File: src/hdl/tcc_pkg.sv
// Purpose: constants and types shared by the 16-bit timer with input capture
// Assumes: apb slave, 32-bit data, each 8-bit register in the low byte of one word
package tcc_pkg;
  localparam logic [7:0] ADDR_CTRL_A = 8'h00;
  localparam logic [7:0] ADDR_CTRL_B = 8'h04;
  localparam logic [7:0] ADDR_CNT_LO = 8'h08;
  localparam logic [7:0] ADDR_CNT_HI = 8'h0C;
  localparam logic [7:0] ADDR_CMPA_LO = 8'h10;
  localparam logic [7:0] ADDR_CMPA_HI = 8'h14;
  localparam logic [7:0] ADDR_CMPB_LO = 8'h18;
  localparam logic [7:0] ADDR_CMPB_HI = 8'h1C;
  localparam logic [7:0] ADDR_CAP_LO = 8'h20;
  localparam logic [7:0] ADDR_CAP_HI = 8'h24;
  localparam logic [7:0] ADDR_FLAGS = 8'h28;
  localparam logic [7:0] ADDR_IRQ_EN = 8'h2C;
  localparam logic [7:0] ADDR_CMP_CS = 8'h30;
  // flag and enable bit positions
  localparam int BIT_OVF = 0;
  localparam int BIT_CAP = 1;
  // comparator control bit positions
  localparam int BIT_CMP_SEL = 0;
  localparam int BIT_CMP_OUT = 1;
  // fixed top values
  localparam logic [15:0] TOP_8BIT = 16'h00FF;
  localparam logic [15:0] TOP_9BIT = 16'h01FF;
  localparam logic [15:0] TOP_10BIT = 16'h03FF;
  localparam logic [15:0] TOP_MAX = 16'hFFFF;
  localparam logic [7:0] CTRL_RESET = 8'h00;
  // prescaler tap masks: tick when all masked bits of the prescaler are set
  localparam logic [9:0] PRE_MASK_8 = 10'h007;
  localparam logic [9:0] PRE_MASK_64 = 10'h03F;
  localparam logic [9:0] PRE_MASK_256 = 10'h0FF;
  localparam logic [9:0] PRE_MASK_1024 = 10'h3FF;
  localparam int FILTER_SAMPLES = 4;

  typedef enum logic [2:0] {
    CS_STOP = 3'h0, CS_DIV1 = 3'h1, CS_DIV8 = 3'h2, CS_DIV64 = 3'h3,
    CS_DIV256 = 3'h4, CS_DIV1024 = 3'h5, CS_EXT_FALL = 3'h6, CS_EXT_RISE = 3'h7
  } tcc_clksel_e;

  typedef enum logic [1:0] {
    SEQ_NORMAL = 2'h0, SEQ_DUAL = 2'h1, SEQ_CTC = 2'h3, SEQ_FAST = 2'h2
  } tcc_seq_e;

  // timer_ctrl_b layout, msb first
  typedef struct packed {
    logic filter_en;
    logic edge_rise;
    logic spare;
    logic [1:0] wave_mode_hi;
    tcc_clksel_e clock_select;
  } tcc_ctrl_b_s;

  // timer_ctrl_a layout, msb first
  typedef struct packed {
    logic [5:0] spare;
    logic [1:0] wave_mode_lo;
  } tcc_ctrl_a_s;
endpackage : tcc_pkg

File: src/hdl/tcc_timer16.sv
// Purpose: 16-bit up/down timer counter with input capture, apb register access
// Assumes: pclk 50 MHz; capture pin, comparator output and ext clock are asynchronous
// Notes: compare B is storage only, compare A also sets top in modes 4, 9, B and F; compare and waveform logic live elsewhere
//
// The address map and the APB interface to the registers are this design's own decisions.
module tcc_timer16 (
  input wire logic pclk,
  input wire logic presetn,
  input wire logic psel,
  input wire logic penable,
  input wire logic pwrite,
  input wire logic [31:0] paddr,
  input wire logic [31:0] pwdata,
  output logic [31:0] prdata,
  output logic pready,
  output logic pslverr,
  input wire logic capture_pin,
  input wire logic comparator_output,
  input wire logic ext_clock_pin,
  input wire logic ovf_irq_ack,
  input wire logic cap_irq_ack,
  output logic ovf_irq,
  output logic cap_irq,
  output logic at_top,
  output logic at_bottom,
  output logic [3:0] wave_mode,
  output logic [15:0] count_value,
  output logic [15:0] compare_a,
  output logic [15:0] compare_b
);
  tcc_pkg::tcc_ctrl_a_s ctrl_a_reg;
  tcc_pkg::tcc_ctrl_b_s ctrl_b_reg;
  logic [15:0] count_reg;
  logic [15:0] count_next;
  logic [15:0] cap_reg;
  logic [15:0] cmpa_reg;
  logic [15:0] cmpb_reg;
  logic [7:0] temp_reg;
  logic [7:0] snap_hi_reg;
  logic count_down_reg;
  logic ovf_flag_reg;
  logic cap_flag_reg;
  logic ovf_ie_reg;
  logic cap_ie_reg;
  logic cmp_sel_reg;
  logic [9:0] pre_reg;
  logic [2:0] ext_sync_reg;
  logic [1:0] pin_sync_reg;
  logic [1:0] cmp_sync_reg;
  logic [tcc_pkg::FILTER_SAMPLES-2:0] filt_shift_reg;
  logic filt_out_reg;
  logic edge_prev_reg;
  logic [3:0] mode;
  logic [15:0] top;
  tcc_pkg::tcc_seq_e seq;
  logic cap_is_top;
  logic tick;
  logic setup;
  logic done;
  logic wr;
  logic rd;
  logic [7:0] addr;
  logic [7:0] wbyte;
  logic mapped;
  logic [7:0] rbyte;
  logic [15:0] step_val;
  logic step_dir;
  logic ovf_set;
  logic cap_src;
  logic edge_in;
  logic capture;
  logic cpu_cnt_wr;

  assign addr = paddr[7:0];
  assign wbyte = pwdata[7:0];
  assign setup = psel & ~penable;
  assign done = psel & penable & pready & ~pslverr; // refused accesses change nothing
  assign wr = done & pwrite;
  assign rd = done & ~pwrite;
  assign mode = {ctrl_b_reg.wave_mode_hi, ctrl_a_reg.wave_mode_lo};
  assign cpu_cnt_wr = wr & (addr == tcc_pkg::ADDR_CNT_LO);

  // decode of the 16 wave modes into sequence kind and top value
  always_comb begin
    seq = tcc_pkg::SEQ_NORMAL;
    top = tcc_pkg::TOP_MAX;
    cap_is_top = 1'b0;
    unique case (mode)
      4'h1: begin seq = tcc_pkg::SEQ_DUAL; top = tcc_pkg::TOP_8BIT; end
      4'h2: begin seq = tcc_pkg::SEQ_DUAL; top = tcc_pkg::TOP_9BIT; end
      4'h3: begin seq = tcc_pkg::SEQ_DUAL; top = tcc_pkg::TOP_10BIT; end
      4'h4: begin seq = tcc_pkg::SEQ_CTC; top = cmpa_reg; end
      4'h5: begin seq = tcc_pkg::SEQ_FAST; top = tcc_pkg::TOP_8BIT; end
      4'h6: begin seq = tcc_pkg::SEQ_FAST; top = tcc_pkg::TOP_9BIT; end
      4'h7: begin seq = tcc_pkg::SEQ_FAST; top = tcc_pkg::TOP_10BIT; end
      4'h8: begin seq = tcc_pkg::SEQ_DUAL; top = cap_reg; cap_is_top = 1'b1; end
      4'h9: begin seq = tcc_pkg::SEQ_DUAL; top = cmpa_reg; end
      4'hA: begin seq = tcc_pkg::SEQ_DUAL; top = cap_reg; cap_is_top = 1'b1; end
      4'hB: begin seq = tcc_pkg::SEQ_DUAL; top = cmpa_reg; end
      4'hC: begin seq = tcc_pkg::SEQ_CTC; top = cap_reg; cap_is_top = 1'b1; end
      4'hE: begin seq = tcc_pkg::SEQ_FAST; top = cap_reg; cap_is_top = 1'b1; end
      4'hF: begin seq = tcc_pkg::SEQ_FAST; top = cmpa_reg; end
      default: begin seq = tcc_pkg::SEQ_NORMAL; top = tcc_pkg::TOP_MAX; end
    endcase
  end

  // prescaler runs freely so that a divided tick keeps a steady phase
  always_ff @(posedge pclk or negedge presetn) begin
    if (!presetn) begin
      pre_reg <= 10'h000;
    end else begin
      pre_reg <= pre_reg + 10'h001;
    end
  end

  // ext clock pin: two stages of sync, third stage only for edge detection
  always_ff @(posedge pclk or negedge presetn) begin
    if (!presetn) begin
      ext_sync_reg <= 3'h0;
    end else begin
      ext_sync_reg <= {ext_sync_reg[1:0], ext_clock_pin};
    end
  end

  always_comb begin
    unique case (ctrl_b_reg.clock_select)
      tcc_pkg::CS_STOP: tick = 1'b0;
      tcc_pkg::CS_DIV1: tick = 1'b1;
      tcc_pkg::CS_DIV8: tick = &(pre_reg | ~tcc_pkg::PRE_MASK_8);
      tcc_pkg::CS_DIV64: tick = &(pre_reg | ~tcc_pkg::PRE_MASK_64);
      tcc_pkg::CS_DIV256: tick = &(pre_reg | ~tcc_pkg::PRE_MASK_256);
      tcc_pkg::CS_DIV1024: tick = &(pre_reg | ~tcc_pkg::PRE_MASK_1024);
      tcc_pkg::CS_EXT_FALL: tick = ext_sync_reg[2] & ~ext_sync_reg[1];
      tcc_pkg::CS_EXT_RISE: tick = ~ext_sync_reg[2] & ext_sync_reg[1];
    endcase
  end

  // one timer tick worth of counting, per sequence kind
  always_comb begin
    step_val = count_reg;
    step_dir = count_down_reg;
    ovf_set = 1'b0;
    unique case (seq)
      tcc_pkg::SEQ_DUAL: begin
        if (count_down_reg) begin
          if (count_reg == 16'h0000) begin
            step_dir = 1'b0;
            step_val = count_reg + 16'h0001;
          end else begin
            step_val = count_reg - 16'h0001;
            ovf_set = (count_reg == 16'h0001);
          end
        end else if (count_reg >= top) begin
          step_dir = 1'b1;
          step_val = count_reg - 16'h0001;
        end else begin
          step_val = count_reg + 16'h0001;
        end
      end
      tcc_pkg::SEQ_CTC: begin
        step_dir = 1'b0;
        step_val = (count_reg == top) ? 16'h0000 : count_reg + 16'h0001;
        ovf_set = (count_reg == tcc_pkg::TOP_MAX);
      end
      tcc_pkg::SEQ_FAST: begin
        step_dir = 1'b0;
        step_val = (count_reg == top) ? 16'h0000 : count_reg + 16'h0001;
        ovf_set = (count_reg == top);
      end
      tcc_pkg::SEQ_NORMAL: begin
        step_dir = 1'b0;
        step_val = count_reg + 16'h0001;
        ovf_set = (count_reg == tcc_pkg::TOP_MAX);
      end
    endcase
  end

  always_comb begin
    count_next = count_reg;
    if (cpu_cnt_wr) begin
      count_next = {temp_reg, wbyte};
    end else if (tick) begin
      count_next = step_val;
    end
  end

  always_ff @(posedge pclk or negedge presetn) begin
    if (!presetn) begin
      count_reg <= 16'h0000;
      count_down_reg <= 1'b0;
    end else begin
      count_reg <= count_next;
      if (!cpu_cnt_wr && tick) begin
        count_down_reg <= step_dir;
      end
    end
  end

  // indications are registered from count_next, so they line up with count_value in the same cycle
  always_ff @(posedge pclk or negedge presetn) begin
    if (!presetn) begin
      at_top <= 1'b0;
      at_bottom <= 1'b0;
    end else begin
      at_top <= (count_next == top);
      at_bottom <= (count_next == 16'h0000);
    end
  end

  // capture inputs: two-stage synchronisers, same scheme as the ext clock pin
  always_ff @(posedge pclk or negedge presetn) begin
    if (!presetn) begin
      pin_sync_reg <= 2'h0;
      cmp_sync_reg <= 2'h0;
    end else begin
      pin_sync_reg <= {pin_sync_reg[0], capture_pin};
      cmp_sync_reg <= {cmp_sync_reg[0], comparator_output};
    end
  end

  assign cap_src = cmp_sel_reg ? cmp_sync_reg[1] : pin_sync_reg[1];

  // noise filter on the system clock, not the prescaled tick
  always_ff @(posedge pclk or negedge presetn) begin
    if (!presetn) begin
      filt_shift_reg <= '0;
      filt_out_reg <= 1'b0;
    end else if (!cap_is_top) begin
      // the live sample is the fourth vote, so the filter costs exactly four cycles
      filt_shift_reg <= {filt_shift_reg[tcc_pkg::FILTER_SAMPLES-3:0], cap_src};
      if (&{filt_shift_reg, cap_src}) begin
        filt_out_reg <= 1'b1;
      end else if (~|{filt_shift_reg, cap_src}) begin
        filt_out_reg <= 1'b0;
      end
    end
  end

  assign edge_in = ctrl_b_reg.filter_en ? filt_out_reg : cap_src;
  assign capture = !cap_is_top && (ctrl_b_reg.edge_rise ?
                   (edge_in & ~edge_prev_reg) : (~edge_in & edge_prev_reg));

  always_ff @(posedge pclk or negedge presetn) begin
    if (!presetn) begin
      edge_prev_reg <= 1'b0;
    end else if (!cap_is_top) begin
      edge_prev_reg <= edge_in;
    end
  end

  // capture register: hardware copy wins; cpu may write it only as a top value
  always_ff @(posedge pclk or negedge presetn) begin
    if (!presetn) begin
      cap_reg <= 16'h0000;
    end else if (capture) begin
      cap_reg <= count_reg;
    end else if (wr && addr == tcc_pkg::ADDR_CAP_LO && cap_is_top) begin
      cap_reg <= {temp_reg, wbyte};
    end
  end

  always_ff @(posedge pclk or negedge presetn) begin
    if (!presetn) begin
      cmpa_reg <= 16'h0000;
      cmpb_reg <= 16'h0000;
    end else if (wr) begin
      if (addr == tcc_pkg::ADDR_CMPA_LO) begin
        cmpa_reg <= {temp_reg, wbyte};
      end
      if (addr == tcc_pkg::ADDR_CMPB_LO) begin
        cmpb_reg <= {temp_reg, wbyte};
      end
    end
  end

  // shared high-byte latch: any high write fills it, a counter or capture low read loads it
  always_ff @(posedge pclk or negedge presetn) begin
    if (!presetn) begin
      temp_reg <= 8'h00;
    end else if (wr && (addr == tcc_pkg::ADDR_CNT_HI || addr == tcc_pkg::ADDR_CMPA_HI ||
                        addr == tcc_pkg::ADDR_CMPB_HI || addr == tcc_pkg::ADDR_CAP_HI)) begin
      temp_reg <= wbyte;
    end else if (rd && (addr == tcc_pkg::ADDR_CNT_LO || addr == tcc_pkg::ADDR_CAP_LO)) begin
      temp_reg <= snap_hi_reg;
    end
  end

  // flags: a hardware set in the same cycle as a clear is kept
  always_ff @(posedge pclk or negedge presetn) begin
    if (!presetn) begin
      ovf_flag_reg <= 1'b0;
      cap_flag_reg <= 1'b0;
    end else begin
      if (tick && !cpu_cnt_wr && ovf_set) begin
        ovf_flag_reg <= 1'b1;
      end else if (ovf_irq_ack || (wr && addr == tcc_pkg::ADDR_FLAGS && wbyte[tcc_pkg::BIT_OVF])) begin
        ovf_flag_reg <= 1'b0;
      end
      if (capture) begin
        cap_flag_reg <= 1'b1;
      end else if (cap_irq_ack || (wr && addr == tcc_pkg::ADDR_FLAGS && wbyte[tcc_pkg::BIT_CAP])) begin
        cap_flag_reg <= 1'b0;
      end
    end
  end

  always_ff @(posedge pclk or negedge presetn) begin
    if (!presetn) begin
      ovf_irq <= 1'b0;
      cap_irq <= 1'b0;
    end else begin
      ovf_irq <= ovf_flag_reg & ovf_ie_reg;
      cap_irq <= cap_flag_reg & cap_ie_reg;
    end
  end

  // control registers
  always_ff @(posedge pclk or negedge presetn) begin
    if (!presetn) begin
      ctrl_a_reg <= tcc_pkg::CTRL_RESET;
      ctrl_b_reg <= tcc_pkg::CTRL_RESET;
      ovf_ie_reg <= 1'b0;
      cap_ie_reg <= 1'b0;
      cmp_sel_reg <= 1'b0;
    end else if (wr) begin
      if (addr == tcc_pkg::ADDR_CTRL_A) begin
        ctrl_a_reg <= wbyte;
      end
      if (addr == tcc_pkg::ADDR_CTRL_B) begin
        ctrl_b_reg <= wbyte;
      end
      if (addr == tcc_pkg::ADDR_IRQ_EN) begin
        ovf_ie_reg <= wbyte[tcc_pkg::BIT_OVF];
        cap_ie_reg <= wbyte[tcc_pkg::BIT_CAP];
      end
      if (addr == tcc_pkg::ADDR_CMP_CS) begin
        cmp_sel_reg <= wbyte[tcc_pkg::BIT_CMP_SEL];
      end
    end
  end

  // read mux; compare high bytes come straight from the register
  always_comb begin
    mapped = 1'b1;
    rbyte = 8'h00;
    unique case (addr)
      tcc_pkg::ADDR_CTRL_A: rbyte = ctrl_a_reg;
      tcc_pkg::ADDR_CTRL_B: rbyte = ctrl_b_reg;
      tcc_pkg::ADDR_CNT_LO: rbyte = count_reg[7:0];
      tcc_pkg::ADDR_CNT_HI: rbyte = temp_reg;
      tcc_pkg::ADDR_CMPA_LO: rbyte = cmpa_reg[7:0];
      tcc_pkg::ADDR_CMPA_HI: rbyte = cmpa_reg[15:8];
      tcc_pkg::ADDR_CMPB_LO: rbyte = cmpb_reg[7:0];
      tcc_pkg::ADDR_CMPB_HI: rbyte = cmpb_reg[15:8];
      tcc_pkg::ADDR_CAP_LO: rbyte = cap_reg[7:0];
      tcc_pkg::ADDR_CAP_HI: rbyte = temp_reg;
      tcc_pkg::ADDR_FLAGS: begin
        rbyte[tcc_pkg::BIT_OVF] = ovf_flag_reg;
        rbyte[tcc_pkg::BIT_CAP] = cap_flag_reg;
      end
      tcc_pkg::ADDR_IRQ_EN: begin
        rbyte[tcc_pkg::BIT_OVF] = ovf_ie_reg;
        rbyte[tcc_pkg::BIT_CAP] = cap_ie_reg;
      end
      tcc_pkg::ADDR_CMP_CS: begin
        rbyte[tcc_pkg::BIT_CMP_SEL] = cmp_sel_reg;
        rbyte[tcc_pkg::BIT_CMP_OUT] = cmp_sync_reg[1];
      end
      default: mapped = 1'b0;
    endcase
    if (paddr[31:8] != 24'h000000) begin
      mapped = 1'b0;
    end
  end

  // apb slave: one wait-free access phase; data and high-byte snapshot taken in setup
  // so the latched high byte always matches the low byte returned
  always_ff @(posedge pclk or negedge presetn) begin
    if (!presetn) begin
      pready <= 1'b0;
      pslverr <= 1'b0;
      prdata <= 32'h0000_0000;
      snap_hi_reg <= 8'h00;
    end else begin
      pready <= setup;
      pslverr <= setup & ~mapped;
      if (setup) begin
        prdata <= (mapped && !pwrite) ? {24'h000000, rbyte} : 32'h0000_0000;
        snap_hi_reg <= (addr == tcc_pkg::ADDR_CAP_LO) ? cap_reg[15:8] : count_reg[15:8];
      end
    end
  end

  always_ff @(posedge pclk or negedge presetn) begin
    if (!presetn) begin
      wave_mode <= 4'h0;
      count_value <= 16'h0000;
      compare_a <= 16'h0000;
      compare_b <= 16'h0000;
    end else begin
      wave_mode <= mode;
      count_value <= count_next;
      compare_a <= cmpa_reg;
      compare_b <= cmpb_reg;
    end
  end
endmodule : tcc_timer16

File: config.mk
export PLATFORM = sky130hd
export DESIGN_NAME = tcc_timer16
export DESIGN_NICKNAME = d
export VERILOG_FILES = /design/src/hdl/tcc_pkg.sv /design/src/hdl/tcc_timer16.sv
export SDC_FILE = /design/constraint.sdc
export NUM_CORES = 1
export LEC_CHECK = 0
export BUFFER_PORTS_ARGS = -buffer_cell sky130_fd_sc_hd__buf_2
export CORE_MARGIN = 4
export CORE_UTILIZATION = 37
export CTS_BUF_LIST = sky130_fd_sc_hd__clkbuf_16
export CTS_CLUSTER_SIZE = 28
export DETAILED_ROUTE_END_ITERATION = 8
export PLACE_DENSITY = 0.67
export SLEW_MARGIN = 30
export SYNTH_ARGS = -nofsm -noshare
export SYNTH_HDL_FRONTEND = slang
export SYNTH_SLANG_ARGS = --single-unit
File: constraint.sdc
create_clock -name pclk -period 7.76 [get_ports pclk]
set_input_delay 0.776 -clock pclk [delete_from_list [all_inputs] [get_ports pclk]]
set_output_delay 0.776 -clock pclk [all_outputs]
set_load 0.05 [all_outputs]
==> impl_metrics.json, run 1 <==
{
  "min_path_type": "reg2reg",
  "io_pins": 164,
  "cts_resized": 0,
  "h-tree-depth": 4,
  "antenna_left": 0,
  "synth_cells": 1031,
  "grt_pass1_wl_um": 46480,
  "max_freq_mhz": 175.2,
  "cts_setup_buffers": 0,
  "die_w_um": 171.5,
  "viasPerCell": 5.864,
  "rows": 59,
  "post-route-drc-count": 0,
  "rsz0062_at_grt": "false",
  "async_reset_ff_share_pct": 100.0,
  "start_util_pct": 37.72,
  "yosys.area.top_type": "dfrtp_1",
  "wl_um": 30090,
  "core-area_sq_um": 26210,
  "finalMaxSlewViolations": 0,
  "wire_per_inst_um": 20.71,
  "yosysWarnings": 0,
  "seq_area_frac_synth_pct": 44.05,
  "post-dp-hpwl_um": 21840,
  "grt_use_total_pct": 20.39,
  "status": "finished clean",
  "ctsHoldBuffers": 0,
  "synth.top_cell.area_share_pct": 44.05,
  "min_period_over_period_pct": 73.56,
  "die_area_sq_um": 29400,
  "cts.path.max_buffers": 2,
  "maxCapViolations": 0,
  "peakVddDrop_mv": 0.1304,
  "final_nets": 1206,
  "finalSetupViolations": 0,
  "ys_seq_elements": 174,
  "gp_congestion": 0.9156,
  "grt_max_degree": 114,
  "p_leak_nw": 5.270,
  "period_minus_slack_ps": 5708,
  "crit_arrival_ps": 6040,
  "drtPass1Iterations": 6,
  "worst_pin_slew_ps": 1021,
  "clock-sinks": 174,
  "ys_types": 80,
  "final-hold-violation-count": 0,
  "cts_buffers": 17,
  "antenna_found_initial": 1,
  "ys.flop_type": "dfrtp_1",
  "synth_area_leaders": "dfrtp_1, mux2_2, nand2_1",
  "critPathLaunchType": "flip-flop",
  "worst-setup-path-type": "reg2reg",
  "first_iter_violations": 946,
  "syn-cell-area_sq_um": 9886,
  "clk_pin_slew_ps": 60,
  "insertion_delay_ps": 430,
  "grt_pass1_vias": 7997,
  "worstSetupEndpointType": "flip-flop",
  "num_antenna_cells": 0,
  "max_slew_margin_pct": 31.42,
  "io_buffers": 115,
  "drive_gt1_share_pct": 21.91,
  "synth-edff-count": 0,
  "skew_ps": 10.51,
  "cts_tree": "built",
  "tns_ps": 0,
  "syn_to_final_growth_pct": 12.57,
  "power.density_nw_per_um2": 168.8,
  "path_max_fanout": 32,
  "synth_area_per_cell_sq_um": 9.588,
  "required_ps": 8090,
  "root_buffer": "clkbuf_16",
  "grt_overflow": 0,
  "via_count": 8520,
  "finalPower_mw": 1.878,
  "die_h_um": 171.5
}
==> routing by layer <==
layer / global-route usage (%) / up-vias / share of wire [%]
li1: - / 3898 / -
met1: 28.17 / 4178 / 43
met2: 32.55 / 378 / 47
met3: 3.654 / 64 / 7.5
met4: 6.786 / 2 / 2.8
met5: 0 / - / 0.023
==> synth_stat cells, drive strengths merged (5+ instances only) <==
master  instances
dfrtp         174
nand2         133
nor2           70
mux2           54
buf            47
a21oi          44
clkbuf         44
o21ai          38
a22oi          31
nand3          28
nor3           28
inv            26
ha             25
nor4           22
a31oi          19
nand2b         16
nand4          16
a222oi         14
a21o           13
and2           13
xnor2          13
mux2i          12
and3           11
o211ai         11
or4            11
xor2           10
a211oi          9
o22ai           9
o21a            6
or2             6
a211o           5
==> placed cells by master (no fill, tap or decap), types with 11 or more instances in the layout <==
cell       count
nand2_1      131
nor4_1        19
xnor2_1       13
nand2b_1      15
mux2i_1       12
a31oi_1       15
nand3_1       27
a21oi_1       43
nor3_1        27
clkbuf_16     17
dfrtp_1      174
nor2_1        69
a22oi_1       31
inv_1         26
a222oi_1      14
and2_1        13
and3_1        11
o21ai_0       33
conb_1        24
mux2_2        54
buf_2        114
a21o_1        13
ha_1          25
nand4_1       15
==> report_power, final <==
| group | internal [mW] | switching [mW] |
|---|---|---|
| clock network | 0.440 | 0.360 |
| logic | 0.0349 | 0.0993 |
| registers | 0.926 | 0.0178 |
| total | 1.40 | 0.477 |
==> worst max-delay path, stage by stage, from the launching register on <==
cell	delay, ps
dfrtp_1	970
nand2_1	290
or2_1	380
o22ai_1	630
ha_1	270
a21oi_1	100
a2111oi_2	550
or4_4	340
nand2_1	260
a221o_1	410
nand2b_1	190
a2111o_1	420
or4_1	500
nor4b_2	290
==> worst paths after layout <==
path                       cells past startpoint       startpoint  slack [ps]               to
setup / recovery                              13    ctrl_b_reg[4]        2050        at_bottom
hold / removal                                 0  pin_sync_reg[0]         350  pin_sync_reg[1]
setup reg to reg                              13    ctrl_b_reg[4]        2050        at_bottom
hold reg to reg                                0  pin_sync_reg[0]         350  pin_sync_reg[1]
max in group asynchronous                      2          presetn        6030   count_value[0]
min in group asynchronous                      1          presetn         410     compare_b[8]
==> logic make-up (layout without fill, tap and decap cells) <==
family | count (synthesis) | count (layout) | synth area share (%)
simple gates | 382 | 382 | 19.81
compound gates | 243 | 243 | 17.73
flops | 174 | 174 | 44.05
buf+inv | 117 | 181 | 5.809
mux | 66 | 66 | 7.366
fa+ha+maj | 25 | 25 | 3.164
xor+xnor | 23 | 23 | 2.038
other cells | 1 | 24 | 0.03793
==> area by class of cell <==
cell class | count | area (sq um)
Clock buffer | 17 | 425.4
Clock inverter | 13 | 115.1
Fill cell | 2495 | 15080
Inverter | 26 | 97.59
Multi-Input combinational cell | 763 | 5056
Sequential cell | 174 | 4354
Tap cell | 335 | 419.2
Timing Repair Buffer | 125 | 660.6
==> stage by stage <==
stage / utilization, % / std cells / hold WS, ps / area, sq um / setup slack, ps
2_1_floorplan: - / 1054 / 331.2 / 9972 / 3098
3_3_place_gp: 40.34 / 1423 / 333.3 / 10570 / 2188
3_5_place_dp: 40.38 / 1423 / 334.7 / 10580 / 2081
4_1_cts: 42.44 / 1453 / 349.6 / 11120 / 2073
5_1_grt: 42.46 / 1453 / 355.0 / 11130 / 1514
6_report: 42.46 / 1453 / 348.0 / 11130 / 2052
No activity file was read; power rests on OpenSTA's default activity.
==> inputs of run 2 (changes only) <==
--- a/config.mk
+++ b/config.mk
@@ -5,6 +5,7 @@
 export SDC_FILE = /design/constraint.sdc
 export NUM_CORES = 1
 export LEC_CHECK = 0
+export ABC_AREA = 1
 export BUFFER_PORTS_ARGS = -buffer_cell sky130_fd_sc_hd__buf_2
 export CORE_MARGIN = 4
 export CORE_UTILIZATION = 37
==> constraint.sdc (replaced) <==
create_clock -name pclk -period 5.5 [get_ports pclk]
set_input_delay 0.55 -clock pclk [delete_from_list [all_inputs] [get_ports pclk]]
set_output_delay 0.55 -clock pclk [all_outputs]
set_load 0.05 [all_outputs]
==> run 2 against run 1 <==
- largest power group unchanged
- final cell count up 14%
- combinational power rose to 3.1 times the previous value
- critical path type unchanged
- first-iteration DRC count down 0.11%
- flip-flop and latch count unchanged
- clock skew up 3.2 ps
- sequential share of layout area up 0.16 points
- utilization up 0.19 points
- highest routed layer unchanged
==> impl_metrics.json, run 2 <==
{
  "status": "finished clean",
  "io_buffers": 115,
  "yosys-top-cells-count": "nand2_1, dfrtp_1, inv_1",
  "pwr-share-clk_pct": 40.1,
  "antenna_left": 0,
  "syn_to_final_growth_pct": 13.81,
  "sw_frac_of_total_pct": 29.91,
  "min_path_type": "in2async",
  "cts_resized": 0,
  "finalSetupViolations": 0,
  "drtPass1Iterations": 5,
  "peakVddDrop_mv": 0.2341,
  "place_inst": 1631,
  "finalPower_mw": 2.993,
  "synth_area_leaders": "dfrtp_1, nand2_1, inv_1",
  "finalMaxSlewViolations": 0,
  "grt_max_degree": 111,
  "design_area_sq_um": 11080,
  "ctsHoldBuffers": 0,
  "async_reset_ff_share_pct": 100.0,
  "yosys.area.top_type": "dfrtp_1",
  "viasPerCell": 5.280,
  "clk_pin_slew_ps": 70,
  "max_freq_mhz": 219.5,
  "start_util_pct": 37.48,
  "h-tree-depth": 4,
  "grt_pass1_wl_um": 46560,
  "io_pins": 164,
  "tns_ps": 0,
  "synth-edff-count": 0,
  "power_frac_comb_pct": 13.7,
  "synth_most_common_cell": "nand2_1",
  "ys_seq_elements": 174,
  "period_minus_slack_ps": 4555,
  "cp_num_buf_inv": 4,
  "place_area_sq_um": 10510,
  "core-area_sq_um": 25980,
  "stdcell_count": 1662,
  "crit_family": "simple AND/OR/NAND/NOR gates",
  "layout_setup_ws_ps": 944.7,
  "post-route-util_pct": 42.65,
  "die_w_um": 170.2,
  "gp_congestion": 0.9291,
  "clock-sinks": 174,
  "holdWs_ps": 168.2,
  "p_int_mw": 2.097,
  "crit_chain": "inv_1 -> nand2_2 -> nand3_4 -> clkinv_8 -> nor2_4 -> o21ai_4 -> inv_4 -> a221oi_2 -> ha_1 -> nand2_1 -> nor2_1 -> a21boi_0 -> nor2_1 -> nand3_2 -> nand3_2 -> nand2_1 -> nand2_1 -> nand2_1 -> nand2_1 -> nand2_1 -> inv_1 -> nor3_1 -> nand2_1 -> nor3_2",
  "crit_path_top_delay_cell": "dfrtp_1",
  "root_buffer": "clkbuf_16",
  "post-route-drc-count": 0,
  "max_slew_margin_pct": 42.18,
  "power.density_nw_per_um2": 270.0,
  "ys_types": 54,
  "yosysWarnings": 0,
  "min_period_over_period_pct": 82.82,
  "wl_um": 29600,
  "maxCapViolations": 0,
  "place_ws_ps": 1089,
  "cts.path.max_buffers": 2,
  "final-hold-violation-count": 0,
  "rsz0062_at_grt": "false",
  "synth_area_per_cell_sq_um": 8.008,
  "die_h_um": 170.2,
  "seq_area_frac_synth_pct": 44.71,
  "path_max_fanout": 15,
  "via_count": 8776,
  "critPathMostFrequentCell": "nand2_1",
  "power.switching_uw": 895.2,
  "seq_power_share_pct": 46.2,
  "skew_ps": 13.67,
  "drive_gt1_share_pct": 15.37,
  "final_cell_mix": "nand2_1, dfrtp_1, inv_1",
  "final_common_cell": "nand2_1",
  "p_leak_nw": 5.429,
  "wire_per_inst_um": 17.81,
  "cts_buffers": 17,
  "slowest_delay_ps": 490,
  "worst_pin_slew_ps": 865.2,
  "critPathLaunchType": "flip-flop",
  "grt_overflow": 0,
  "first_iter_violations": 945,
  "antenna_found_initial": 1,
  "cts_tree": "built",
  "synth.top_cell.area_share_pct": 44.71,
  "die_area_sq_um": 28980,
  "worst-setup-path-type": "reg2reg",
  "nFillCells": 2602,
  "rows": 59,
  "syn-cell-area_sq_um": 9738,
  "num_antenna_cells": 0,
  "final_nets": 1414,
  "post-dp-hpwl_um": 22180,
  "grt_pass1_vias": 8319,
  "cts_setup_buffers": 0,
  "insertion_delay_ps": 450,
  "required_ps": 5850,
  "grt_use_total_pct": 20.50,
  "crit_arrival_ps": 4910,
  "worstSetupEndpointType": "flip-flop",
  "ys.flop_type": "dfrtp_1",
  "synth_cells": 1216
}
[run 2: cell types whose count changed after synthesis, moves of 18 or more]
| cell | before | now |
|---|---|---|
| o21ai_0 | 33 | 86 |
| o221ai_1 | 0 | 25 |
| nand2_1 | 132 | 304 |
| nand3_1 | 27 | 71 |
| a22oi_1 | 31 | 0 |
| clkbuf_1 | 44 | 22 |
| o22ai_1 | 9 | 27 |
| mux2_2 | 54 | 0 |
| nor2_1 | 70 | 95 |
| inv_1 | 26 | 150 |
[run 2: routing by layer]
metal | vias up | track usage (%) | part of all wire (%)
met5 | - | 0 | 0.064
met4 | 2 | 4.965 | 2.1
met3 | 54 | 3.833 | 8.6
met2 | 421 | 33.43 | 46
met1 | 4133 | 28.41 | 43
li1 | 4166 | - | -
[run 2: final cells by class]
cell class | instances | area (sq um) | area share [%]
clock inverter | 14 | 143.9 | 1.298
clock buffer | 17 | 425.4 | 3.838
multi-input combinational | 831 | 4456 | 40.20
inverter | 170 | 654.4 | 5.904
tap | 335 | 419.2 | 3.782
sequential | 174 | 4354 | 39.29
timing repair buffer | 121 | 630.6 | 5.690
[run 2: power by group through the flow]
stage | Clock, mW | Combinational (mW) | Sequential (mW)
finish | 1.20 | 0.409 | 1.38
global route | 1.27 | 0.456 | 1.39
CTS | 1.22 | 0.409 | 1.38
detailed placement | 0 | 0.406 | 1.41
global placement | 0 | 0.401 | 1.40
floorplan | 0 | 0.267 | 1.42
[run 2: worst paths after layout]
| check | cells past startpoint | from | end | slack, ps |
|---|---|---|---|---|
| worst max register to register | 24 | ctrl_a_reg[0] | at_bottom | 940 |
| worst min-delay path | 1 | presetn | ctrl_a_reg[3] | 170 |
| worst min register to register | 0 | pin_sync_reg[0] | pin_sync_reg[1] | 350 |
| min in group pclk | 1 | capture_pin | pin_sync_reg[0] | 210 |
| max in group asynchronous | 2 | presetn | cap_reg[13] | 4020 |
| worst max-delay path | 24 | ctrl_a_reg[0] | at_bottom | 940 |
[run 2: kinds of logic after synthesis]
logic type | Yosys count | share of synthesized area, %
fa+ha+maj | 25 | 3.212
compound gates | 210 | 14.49
simple gates | 546 | 24.73
buf+inv | 234 | 10.47
xor+xnor | 26 | 2.338
flops | 174 | 44.71
other cells | 1 | 0.03851
==> inputs of run 3 (changes only) <==
--- a/config.mk
+++ b/config.mk
@@ -12,7 +12,7 @@
 export CTS_BUF_LIST = sky130_fd_sc_hd__clkbuf_16
 export CTS_CLUSTER_SIZE = 28
 export DETAILED_ROUTE_END_ITERATION = 8
-export PLACE_DENSITY = 0.67
+export PLACE_DENSITY = 0.7
 export SLEW_MARGIN = 30
 export SYNTH_ARGS = -nofsm -noshare
 export SYNTH_HDL_FRONTEND = slang
==> constraint.sdc (replaced) <==
create_clock -name pclk -period 3.76 [get_ports pclk]
set_input_delay 0.376 -clock pclk [delete_from_list [all_inputs] [get_ports pclk]]
set_output_delay 0.376 -clock pclk [all_outputs]
set_load 0.05 [all_outputs]
==> run 3 against run 2 <==
- cell area grew 3.9%
- non-clock buffer count grew 43
- total power grew 49%
- critical endpoint unchanged
- sequential share of layout area shrank 1.4 points
- flip-flop and latch count is the same
- wire length grew 1.6%
- final cell count grew 2.7%
- clock skew grew 3.6 ps
- hold slack lost 160 ps
- first-iteration DRC count shrank 7.0%
- maximum frequency grew 29%
==> impl_metrics.json, run 3 (synthesis results as in run 2) <==
{
  "ff2ff_setup_slack_ps": 240,
  "grt_overflow": 0,
  "period_minus_slack_ps": 3523,
  "min_path_type": "in2async",
  "clk_pin_slew_ps": 70,
  "die_h_um": 170.2,
  "antenna_left": 0,
  "finalMaxSlewViolations": 0,
  "skew_ps": 17.23,
  "r2r_end": "at_bottom",
  "stdcell_count": 1707,
  "finalSetupViolations": 0,
  "max_slew_margin_pct": 44.04,
  "post-route-drc-count": 0,
  "drtPass1Iterations": 5,
  "critPathLaunchType": "flip-flop",
  "cts.path.max_buffers": 2,
  "syn_to_final_growth_pct": 18.21,
  "crit_arrival_ps": 3890,
  "first_iter_violations": 879,
  "via_count": 8971,
  "wl_um": 30090,
  "antenna_found_initial": 0,
  "peakVddDrop_mv": 0.3823,
  "final-hold-violation-count": 0,
  "clock-sinks": 174,
  "tns_ps": 0,
  "place_inst": 1664,
  "worst-setup-path-type": "reg2reg",
  "design_area_sq_um": 11510,
  "place_ws_ps": 51.04,
  "cts_buffers": 17,
  "status": "finished clean",
  "max_freq_mhz": 283.9,
  "root_buffer": "clkbuf_16",
  "post-dp-hpwl_um": 22810,
  "required_ps": 4130,
  "wire_per_inst_um": 17.63,
  "holdWs_ps": 9.285,
  "worstRegToRegCells": 23,
  "final_nets": 1458,
  "p_leak_nw": 5.669,
  "grt_max_degree": 91,
  "start_util_pct": 37.48,
  "die_area_sq_um": 28980,
  "insertion_delay_ps": 440,
  "drive_gt1_share_pct": 18.66,
  "cts_tree": "built",
  "grt_pass1_wl_um": 46650,
  "rows": 59,
  "h-tree-depth": 4,
  "path_max_fanout": 14,
  "io_pins": 164,
  "grt_use_total_pct": 20.47,
  "nFillCells": 2606,
  "layout_setup_ws_ps": 237.2,
  "min_period_over_period_pct": 93.69,
  "worstSetupEndpointType": "flip-flop",
  "r2r-start": "ctrl_a_reg[0]",
  "final_common_cell": "nand2_1",
  "ctsHoldBuffers": 0,
  "post-route-util_pct": 44.30,
  "gp_congestion": 0.9213,
  "place_area_sq_um": 10770,
  "grt_pass1_vias": 8407,
  "maxCapViolations": 0,
  "final_cell_mix": "nand2_1, dfrtp_1, inv_1",
  "core-area_sq_um": 25980,
  "finalPower_mw": 4.450,
  "power.density_nw_per_um2": 386.6,
  "num_antenna_cells": 0,
  "io_buffers": 115,
  "worst_pin_slew_ps": 839.3,
  "viasPerCell": 5.255,
  "die_w_um": 170.2
}
run 3: changes by cell type in the layout (fill, tap and decap cells not counted), sizes merged:
cell    change
clkinv      -1
inv         +1
buf        +43
nand3       +1
bufinv      +1
run 3: worst max path at each step:
stage	from	to	slack [ps]
2_1_floorplan	ctrl_b_reg[4]	at_top	540
3_3_place_gp	ctrl_b_reg[3]	at_bottom	90
3_5_place_dp	ctrl_a_reg[0]	at_bottom	50
4_1_cts	ctrl_a_reg[0]	at_bottom	30
5_1_grt	ctrl_a_reg[0]	at_top	-80
6_report	ctrl_a_reg[0]	at_bottom	240
run 3: final cells by class:
class                           count  area (sq um)  area share (%)
Tap cell                          335         419.2           3.641
Multi-Input combinational cell    832          4512           39.20
Clock inverter                     15         172.7           1.500
Timing Repair Buffer              164         965.9           8.391
Clock buffer                       17         425.4           3.696
Sequential cell                   174          4359           37.87
Inverter                          170         656.9           5.707
run 3: power by group:
part | internal, mW | leakage, nW | switching (mW) | total, mW
Combinational | 0.185 | 3.13 | 0.462 | 0.646
Clock | 1.04 | 0.290 | 0.749 | 1.79
Sequential | 1.93 | 2.25 | 0.0783 | 2.01
run 3: what timing repair did:
item	CTS	global route
setup endpoints to repair	0	2
buffers inserted	0	10
gates resized for setup	0	19
run 3: routing by layer:
metal / vias up / wire length (um) / share of wire [%] / track usage, %
li1: 4269 / - / - / -
met1: 4223 / 12960 / 43 / 28.16
met2: 413 / 13930 / 46 / 32.72
met3: 66 / 2497 / 8.3 / 4.321
met4: 0 / 706 / 2.3 / 6.007
met5: - / 0 / 0 / 0
run 3: critical path: stages, from the launching register on:
cell and delay (ps):
dfrtp_2 440, inv_1 140, nand2_4 100, nand3_4 130
clkinv_8 60, nor2_4 110, o21ai_4 80, clkinv_4 160
a221oi_4 50, ha_1 300, nand2_1 80, nor2_2 150
a21boi_1 300, nor2_2 120, nand3_4 140, buf_6 170
nand4_1 90, nand3_1 110, nand2_1 50, nand2_1 100
inv_1 90, nor3_1 210, nand2_1 140, nor3_2 110
